## config.mk

```make
export PLATFORM = sky130hd
export DESIGN_NAME = rss_reset_sequencer
export DESIGN_NICKNAME = d
export VERILOG_FILES = /design/src/rtl/rss_reset_sequencer.v /design/src/rtl/rss_pin_filter.v /design/src/rtl/rss_startup_timer.v
export VERILOG_INCLUDE_DIRS = /design/src /design/src/rtl
export SDC_FILE = /design/constraint.sdc
export NUM_CORES = 1
export LEC_CHECK = 0
export BUFFER_PORTS_ARGS = -buffer_cell sky130_fd_sc_hd__buf_2
export CAP_MARGIN = 30
export CORE_MARGIN = 10
export CORE_UTILIZATION = 35
export CTS_CLUSTER_SIZE = 24
export DETAILED_ROUTE_END_ITERATION = 10
export PLACE_DENSITY_LB_ADDON = 0.2
export SLEW_MARGIN = 20
export SYNTH_ARGS = -nofsm -noshare
export SYNTH_HDL_FRONTEND = slang
export SYNTH_SLANG_ARGS = --single-unit
```

## constraint.sdc

```tcl
create_clock -name clk_i -period 1.7 [get_ports clk_i]
set_input_delay 0.085 -clock clk_i [delete_from_list [all_inputs] [get_ports clk_i]]
set_output_delay 0.085 -clock clk_i [all_outputs]
set_load 0.01 [all_outputs]
```

## src/rtl/rss_consts.vh

```
// constants for the reset source sequencer
`ifndef RSS_CONSTS_VH
`define RSS_CONSTS_VH
`define RSS_CLK_MHZ            100
`define RSS_PUT_TIME_US        64
`define RSS_PUT_CYCLES         (`RSS_PUT_TIME_US * `RSS_CLK_MHZ)
`define RSS_START_OSC_CYCLES   10
`define RSS_FILT_CYCLES        4
`define RSS_BOR_FULL_OFF       2'h0
`define RSS_BOR_SLEEP_OFF      2'h2
`define RSS_FLAG_SET           1'h1
`define RSS_FLAG_CLR           1'h0
`define RSS_CNT_W              16
`define RSS_FILT_W             4
`endif

```

## src/rtl/rss_reset_sequencer.v

```verilog
// reset source combiner, cause flags and start-up sequencer
// Overview of operation
// low supply holds reset, flags brown-out
// one brown-out flag for both detectors
// use low-power detector only when standard off
// config bit enables low-power detector; erased off
// pin reset off only if both bits zero
// low external pin holds reset; pulled up
// filter ignores short low pin pulses
// device never drives the pin low
// pin disabled: plain input, software pull-up
// watchdog time-out resets, clears time-out flag; power-down unchanged
// window violation recorded in own flag
// software reset instruction clears its flag
// stack fault resets when enabled, sets flag
// programming exit behaves like power-on
// optional power-up timer after power-on/brown-out
// run needs timer done and pin released
// power-up timer runs independent of pin
// pin release after timer: run ten cycles later
// time-out and power-down flag values
// sources combined, released synchronously
`timescale 1ns/1ps
`default_nettype none
`include "rss_consts.vh"
module rss_reset_sequencer #(
    parameter [`RSS_CNT_W-1:0] PUT_CYCLES = `RSS_PUT_CYCLES
) (
    input  wire       clk_i,
    input  wire       rst_i,
    input  wire       por_i,
    input  wire       brownout_i,
    input  wire       low_power_brownout_i,
    input  wire [1:0] brownout_enable_setting_i,
    input  wire       low_power_brownout_cfg_i,
    input  wire       cfg_erased_i,
    input  wire       ext_reset_pin_i,
    input  wire       ext_reset_pin_enable_i,
    input  wire       low_voltage_program_enable_i,
    input  wire       gpio_pullup_sw_i,
    input  wire       watchdog_timeout_i,
    input  wire       watchdog_window_viol_i,
    input  wire       watchdog_clear_instr_i,
    input  wire       sleep_instr_i,
    input  wire       software_reset_instr_i,
    input  wire       stack_overflow_i,
    input  wire       stack_underflow_i,
    input  wire       stack_fault_reset_enable_i,
    input  wire       prog_mode_exit_i,
    input  wire       powerup_timer_enable_n_i,
    input  wire       brownout_flag_clr_i,
    input  wire       software_reset_flag_set_i,
    input  wire       stack_flags_clr_i,
    input  wire       window_flag_set_i,
    output reg        core_reset_o,
    output reg        ext_pin_oe_o,
    output reg        ext_pin_pullup_o,
    output reg        ext_pin_gpio_o,
    output reg        low_power_brownout_config_ok_o,
    output reg        brownout_reset_flag_o,
    output reg        timeout_flag_o,
    output reg        powerdown_flag_o,
    output reg        watchdog_window_violation_flag_o,
    output reg        software_reset_flag_o,
    output reg        stack_overflow_flag_o,
    output reg        stack_underflow_flag_o
);
    localparam [1:0] ST_HOLD  = 2'h0;
    localparam [1:0] ST_WAIT  = 2'h1;
    localparam [1:0] ST_DELAY = 2'h2;
    localparam [1:0] ST_RUN   = 2'h3;

    reg  [1:0] state_r;
    reg  [1:0] state_nxt;
    reg  [3:0] dly_r;
    reg  [3:0] dly_nxt;
    reg        put_start_r;
    wire       pin_low;
    wire       put_done;
    wire       pin_en;
    wire       low_power_brownout_en;
    wire       power_evt;
    wire       wdt_rst;
    wire       stk_rst;
    wire       pin_rst;
    wire       any_rst;

    // only a disabled or sleep-off standard detector suits the low-power one
    function cfg_ok;
        input [1:0] setting;
        begin
            cfg_ok = (setting == `RSS_BOR_FULL_OFF) || (setting == `RSS_BOR_SLEEP_OFF);
        end
    endfunction

    assign pin_en    = ext_reset_pin_enable_i | low_voltage_program_enable_i;
    assign low_power_brownout_en  = low_power_brownout_cfg_i & ~cfg_erased_i;
    assign power_evt = por_i | brownout_i | (low_power_brownout_en & low_power_brownout_i) | prog_mode_exit_i;
    assign wdt_rst   = watchdog_timeout_i | watchdog_window_viol_i;
    assign stk_rst   = stack_fault_reset_enable_i & (stack_overflow_i | stack_underflow_i);
    assign pin_rst   = pin_en & pin_low;
    assign any_rst   = power_evt | wdt_rst | stk_rst | software_reset_instr_i | pin_rst;

    rss_pin_filter u_filt (
        .clk_i (clk_i),
        .rst_i (rst_i),
        .pin_i (ext_reset_pin_i),
        .low_o (pin_low)
    );

    rss_startup_timer #(
        .PUT_CYCLES (PUT_CYCLES)
    ) u_put (
        .clk_i    (clk_i),
        .rst_i    (rst_i),
        .start_i  (put_start_r),
        .enable_i (~powerup_timer_enable_n_i),
        .done_o   (put_done)
    );

    // timer restarts only from power events; the pin never touches it
    always @(posedge clk_i) begin
        if (rst_i) begin
            put_start_r <= 1'h1;
        end else begin
            put_start_r <= power_evt;
        end
    end

    always @* begin
        state_nxt = state_r;
        dly_nxt   = dly_r;
        case (state_r)
            ST_HOLD: begin
                if (!any_rst) begin
                    state_nxt = ST_WAIT;
                end
            end
            ST_WAIT: begin
                if (any_rst) begin
                    state_nxt = ST_HOLD;
                end else if (put_done && !pin_rst) begin
                    state_nxt = ST_DELAY;
                    dly_nxt   = 4'h0;
                end
            end
            ST_DELAY: begin
                if (any_rst) begin
                    state_nxt = ST_HOLD;
                end else if (dly_r == `RSS_START_OSC_CYCLES - 1) begin
                    state_nxt = ST_RUN;
                end else begin
                    dly_nxt = dly_r + 4'h1;
                end
            end
            ST_RUN: begin
                if (any_rst) begin
                    state_nxt = ST_HOLD;
                end
            end
            default: begin
                state_nxt = ST_HOLD;
            end
        endcase
    end

    // reset leaves only through the clocked state machine, so release is synchronous
    always @(posedge clk_i) begin
        if (rst_i) begin
            state_r      <= ST_HOLD;
            dly_r        <= 4'h0;
            core_reset_o <= 1'h1;
        end else begin
            state_r      <= state_nxt;
            dly_r        <= dly_nxt;
            core_reset_o <= (state_nxt != ST_RUN) | any_rst;
        end
    end

    // pin is input only; pull-up forced on while the reset function owns it
    always @(posedge clk_i) begin
        if (rst_i) begin
            ext_pin_oe_o      <= 1'h0;
            ext_pin_pullup_o  <= 1'h1;
            ext_pin_gpio_o    <= 1'h0;
            low_power_brownout_config_ok_o <= 1'h1;
        end else begin
            ext_pin_oe_o      <= 1'h0;
            ext_pin_pullup_o  <= pin_en | gpio_pullup_sw_i;
            ext_pin_gpio_o    <= ~pin_en;
            low_power_brownout_config_ok_o <= ~low_power_brownout_en | cfg_ok(brownout_enable_setting_i);
        end
    end

    // reset events win over software writes in the same cycle
    always @(posedge clk_i) begin
        if (rst_i) begin
            brownout_reset_flag_o            <= `RSS_FLAG_CLR;
            timeout_flag_o                   <= `RSS_FLAG_SET;
            powerdown_flag_o                 <= `RSS_FLAG_SET;
            watchdog_window_violation_flag_o <= `RSS_FLAG_SET;
            software_reset_flag_o            <= `RSS_FLAG_SET;
            stack_overflow_flag_o            <= `RSS_FLAG_CLR;
            stack_underflow_flag_o           <= `RSS_FLAG_CLR;
        end else begin
            if (brownout_i || (low_power_brownout_en && low_power_brownout_i)) begin
                brownout_reset_flag_o <= `RSS_FLAG_CLR;
            end else if (por_i || prog_mode_exit_i) begin
                brownout_reset_flag_o <= `RSS_FLAG_CLR;
            end else if (brownout_flag_clr_i) begin
                brownout_reset_flag_o <= `RSS_FLAG_SET;
            end
            if (por_i || prog_mode_exit_i) begin
                timeout_flag_o   <= `RSS_FLAG_SET;
                powerdown_flag_o <= `RSS_FLAG_SET;
            end else if (watchdog_timeout_i) begin
                timeout_flag_o   <= `RSS_FLAG_CLR;
            end else if (watchdog_clear_instr_i) begin
                timeout_flag_o   <= `RSS_FLAG_SET;
                powerdown_flag_o <= `RSS_FLAG_SET;
            end else if (sleep_instr_i) begin
                timeout_flag_o   <= `RSS_FLAG_SET;
                powerdown_flag_o <= `RSS_FLAG_CLR;
            end
            if (watchdog_window_viol_i) begin
                watchdog_window_violation_flag_o <= `RSS_FLAG_CLR;
            end else if (window_flag_set_i) begin
                watchdog_window_violation_flag_o <= `RSS_FLAG_SET;
            end
            if (software_reset_instr_i) begin
                software_reset_flag_o <= `RSS_FLAG_CLR;
            end else if (software_reset_flag_set_i) begin
                software_reset_flag_o <= `RSS_FLAG_SET;
            end
            if (stack_fault_reset_enable_i && stack_overflow_i) begin
                stack_overflow_flag_o <= `RSS_FLAG_SET;
            end else if (stack_flags_clr_i) begin
                stack_overflow_flag_o <= `RSS_FLAG_CLR;
            end
            if (stack_fault_reset_enable_i && stack_underflow_i) begin
                stack_underflow_flag_o <= `RSS_FLAG_SET;
            end else if (stack_flags_clr_i) begin
                stack_underflow_flag_o <= `RSS_FLAG_CLR;
            end
        end
    end
endmodule
`default_nettype wire

```

## src/rtl/rss_pin_filter.v

```verilog
// three-stage synchroniser and low-pulse filter for the external reset pin
`timescale 1ns/1ps
`default_nettype none
`include "rss_consts.vh"
module rss_pin_filter (
    input  wire clk_i,
    input  wire rst_i,
    input  wire pin_i,
    output reg  low_o
);
    reg                   s1_r;
    reg                   s2_r;
    reg                   s3_r;
    reg [`RSS_FILT_W-1:0] cnt_r;

    // stage one feeds only stage two
    always @(posedge clk_i) begin
        if (rst_i) begin
            s1_r <= 1'h1;
            s2_r <= 1'h1;
            s3_r <= 1'h1;
        end else begin
            s1_r <= pin_i;
            s2_r <= s1_r;
            s3_r <= s2_r;
        end
    end

    // a low shorter than the filter length never reaches low_o
    always @(posedge clk_i) begin
        if (rst_i) begin
            cnt_r <= {`RSS_FILT_W{1'h0}};
            low_o <= 1'h0;
        end else if (!s2_r && !s3_r) begin
            if (cnt_r == `RSS_FILT_CYCLES) begin
                low_o <= 1'h1;
            end else begin
                cnt_r <= cnt_r + 4'h1;
            end
        end else if (s2_r && s3_r) begin
            cnt_r <= {`RSS_FILT_W{1'h0}};
            low_o <= 1'h0;
        end
    end
endmodule
`default_nettype wire

```

## src/rtl/rss_startup_timer.v

```verilog
// power-up timer: counts from its start pulse, independent of the pin
`timescale 1ns/1ps
`default_nettype none
`include "rss_consts.vh"
module rss_startup_timer #(
    parameter [`RSS_CNT_W-1:0] PUT_CYCLES = `RSS_PUT_CYCLES
) (
    input  wire clk_i,
    input  wire rst_i,
    input  wire start_i,
    input  wire enable_i,
    output reg  done_o
);
    reg [`RSS_CNT_W-1:0] cnt_r;

    always @(posedge clk_i) begin
        if (rst_i || start_i) begin
            cnt_r  <= {`RSS_CNT_W{1'h0}};
            done_o <= 1'h0;
        end else if (!enable_i) begin
            done_o <= 1'h1;
        end else if (cnt_r == PUT_CYCLES - 16'h1) begin
            done_o <= 1'h1;
        end else if (!done_o) begin
            cnt_r <= cnt_r + 16'h1;
        end
    end
endmodule
`default_nettype wire

```

==> impl_summary.log <==
[metrics] number of vias after detailed routing: 1904
[metrics] cell occurring most often along the worst timing path: sky130_fd_sc_hd__or4_1
[metrics] Worst Skew: 0.00289 ns
[metrics] relative contribution of combinational cells to total power: 0.064
[metrics] # setup viols final: 0
[metrics] average instance area after synthesis: 8.57 µm²
[metrics] antenna diode instance count: 0
[metrics] ranking of synthesized cells by area: sky130_fd_sc_hd__dfxtp_1, sky130_fd_sc_hd__a21oi_1, sky130_fd_sc_hd__o21ai_0
[metrics] # placed instances: 356
[metrics] Final Critical Period: 1.63 ns
[metrics] wire length reported by the detailed router: 4740 µm
[metrics] share of the clock period used by the worst path: 0.959
[metrics] number of global-route vias before repair: 1711
[metrics] H-tree levels: 2
[metrics] sequential element share of the synthesized area: 0.429
[metrics] sum of negative setup slack: 0 ns
[metrics] wire length of the first global-routing pass: 7750 µm
[metrics] Antenna Nets Post-Route: 0
[metrics] TritonRoute pass-1 iters: 4
[metrics] slowest CP cell: sky130_fd_sc_hd__or4_1
[metrics] placement-stage worst setup slack: -0.128 ns
[metrics] prevailing post-synth register cell: sky130_fd_sc_hd__dfxtp_1
[metrics] number of sinks handled by clock tree synthesis: 43
[metrics] setup repair after global routing missed its margin: false
[metrics] Int Power: 0.00145 W
[metrics] #FFs+latches synth: 43
[metrics] data required time of the critical path: 1.94 ns
[metrics] DRT iter0 DRCs: 89
[metrics] number of rows created at floorplan: 27
[metrics] count of pins over their slew limit: 0
[metrics] switching power total: 0.000434 W
[metrics] number of cells on the worst hold path: 2
[metrics] cell-by-cell listing of the critical path: buf_2, or4_1, a2111o_1, or4_1, a21oi_1
[metrics] number of design rule violations left after detail routing: 0
[metrics] Hold Vio Cnt, Final: 0
[metrics] mapped cell area: 2000 µm²
[metrics] CTS root buf: sky130_fd_sc_hd__clkbuf_8
[metrics] largest buffer count on any clock path: 2
[metrics] arrival time worst endpoint: 1.87 ns
[metrics] growth of design area from synthesis to finish: 31.1%
[metrics] starting utilization of the core area: 0.362
[metrics] post-synthesis cell type with the largest combined area: sky130_fd_sc_hd__dfxtp_1
[metrics] startpoint kind of the worst setup timing path: input port
[metrics] average routed wire per standard cell: 12.7 µm
[metrics] TritonCTS clock tree: done
[metrics] clock buffers created by TritonCTS: 5
[metrics] crit path buf inv count: 1
[metrics] instance count on the critical path: 5
[metrics] Clock power frac: 0.391
[metrics] number of nets in the final layout: 332
[metrics] final core area utilization: 0.474
[metrics] number of different library cells in the post-synthesis netlist: 51
[metrics] async set or reset register ratio after synthesis: 0
[metrics] count of maximum capacitance violations: 0
[metrics] DIE HEIGHT: 95.7 µm
[metrics] total power per unit cell area: 717 nW/µm²
[metrics] result of the run: completed
[metrics] number of vias per cell after detailed routing: 5.10
[metrics] peak supply drop: 0.303 mV
[metrics] global placement routability congestion: 0.778
[metrics] share of total power in sequential cells: 0.545
[metrics] Switching Share: 0.231
[metrics] Achievable Freq: 614 MHz
[metrics] number of enable flip-flop cells after synthesis: 0
[metrics] highest fanout seen on the critical path: 6
[metrics] Final Total Pwr: 0.00188 W
[metrics] DPL Wire Length: 3460 µm
[metrics] count of buffers from port buffering: 36
[metrics] yosys synthesis warning count: 0
[metrics] Core Area: 5540 µm²
[metrics] die outline area: 9150 µm²
[metrics] critical path class: input port to flop
[metrics] worst skew pair latency: 0.30 ns
[metrics] minimum setup slack in the final design: 0.0701 ns
[metrics] number of cell instances on the worst register-to-register path: 5
[metrics] ratio of cells with drive above 1 in the final layout: 0.286
[metrics] kind of cell adding the most delay to the critical path: simple AND/OR/NAND/NOR gates
[metrics] gr ovfl total: 0
[metrics] Die Width: 95.7 µm
[metrics] leakage power: 1.00 nW
[metrics] top cell type's share of synthesized area: 0.429
[metrics] I/O pin cnt: 39
[metrics] Clock Pin Slew Worst Setup and Hold Paths: 0.08 ns
[metrics] CP endpoint kind: flop
[metrics] min-delay worst type: input port to flop
[metrics] Cell Count, Final, Fillers Out: 373
[metrics] antenna violations before repair: 0
[metrics] total global-route track usage: 0.105
[metrics] largest stage delay on the critical path: 0.53 ns
[metrics] maximum number of pins on one net before global-route repair: 16
[metrics] number of nets in the synthesized netlist: 266
[metrics] Synth Instances: 234
sequential cells by signal, indices dropped and copies added (netlist names), 2 cells and up:
name          flops
u_filt.cnt_r      4
u_put.cnt_r      16
state_r           2
dly_r             4
synth_stat cells (all sizes together) (2+ instances only):
cell / count
dfxtp: 43
nor4: 2
mux2i: 3
o211ai: 2
o21ai: 17
nor4b: 4
o31ai: 4
or3: 8
and3: 3
nor2: 18
or4: 7
buf: 3
nor3: 7
nand2: 20
nand4: 2
nand3: 12
clkbuf: 5
ha: 5
inv: 8
nand2b: 2
nand3b: 4
nor2b: 4
or2: 5
a22oi: 3
nand4b: 2
o21bai: 3
and3b: 2
and2: 4
a21oi: 18
layer usage:
layer | vias to the layer above | routed length (µm) | global-route usage
met5 | - | 0 | 0
met4 | 0 | 80 | 0.0442
met3 | 6 | 185 | 0.0283
met2 | 26 | 2250 | 0.165
met1 | 892 | 2220 | 0.131
li1 | 980 | - | -
cells in the final DEF, fill, tap and decap left out, drive strengths merged, types with 3 or more instances in the layout:
cell,instances
buf,59
dfxtp,43
nand2,20
nor2,18
a21oi,18
o21ai,17
nand3,12
inv,8
or3,8
dlygate4sd3,8
nor3,7
clkbuf,7
or4,7
or2,5
ha,5
nand3b,4
and2,4
o31ai,4
nor2b,4
nor4b,4
mux2i,3
o21bai,3
and3,3
a22oi,3
logic make-up after synthesis:
| group | synth area share |
|---|---|
| compound gates | 0.172 |
| xor+xnor | 0.00437 |
| fa+ha+maj | 0.0312 |
| buf+inv | 0.0381 |
| flops | 0.429 |
| mux | 0.0150 |
| other cells | 0.00187 |
| simple gates | 0.308 |
worst paths after layout:
check / slack [ns] / end / from
setup / recovery: 0.07 / dly_r[0] / prog_mode_exit_i
hold / removal: 0.01 / timeout_flag_o / watchdog_timeout_i
setup reg to reg: 0.08 / u_put.cnt_r[3] / u_put.cnt_r[9]
hold reg to reg: 0.41 / u_filt.s2_r / u_filt.s1_r
what timing repair did:
action | in CTS | in global routing
setup buffers | 0 | 0
setup endpoints to repair | 0 | 16
hold buffers | 8 | 0
endpoints found under the hold margin | 7 | 0
gates resized for setup | 0 | 12
final cells by class:
class                   instances  area [µm²]
clock inverters                 1        7.51
flip-flops and latches         43         863
fillers                       564        2910
well taps                      72        90.1
multi-input cells             175        1110
clock buffers                   7        96.3
repair buffers                 67         430
inverters                       8        30.0
per-stage QoR:
step	hold WS, ns	cell area [µm²]
floorplan	0.168	2010
global placement	0.267	2400
detailed placement	0.273	2400
CTS	0.00758	2580
global route	0.0119	2630
finish	0.0127	2630
power groups by stage:
stage	combinational [W]	sequential (W)	clock [W]
6_report	0.000120	0.00103	0.000737
5_1_grt	0.000135	0.00103	0.000799
4_1_cts	0.000119	0.00103	0.000758
3_5_place_dp	0.000105	0.00105	0
3_3_place_gp	0.000104	0.00105	0
2_1_floorplan	0.0000496	0.00105	0
Power figures use the tool's default switching activity.
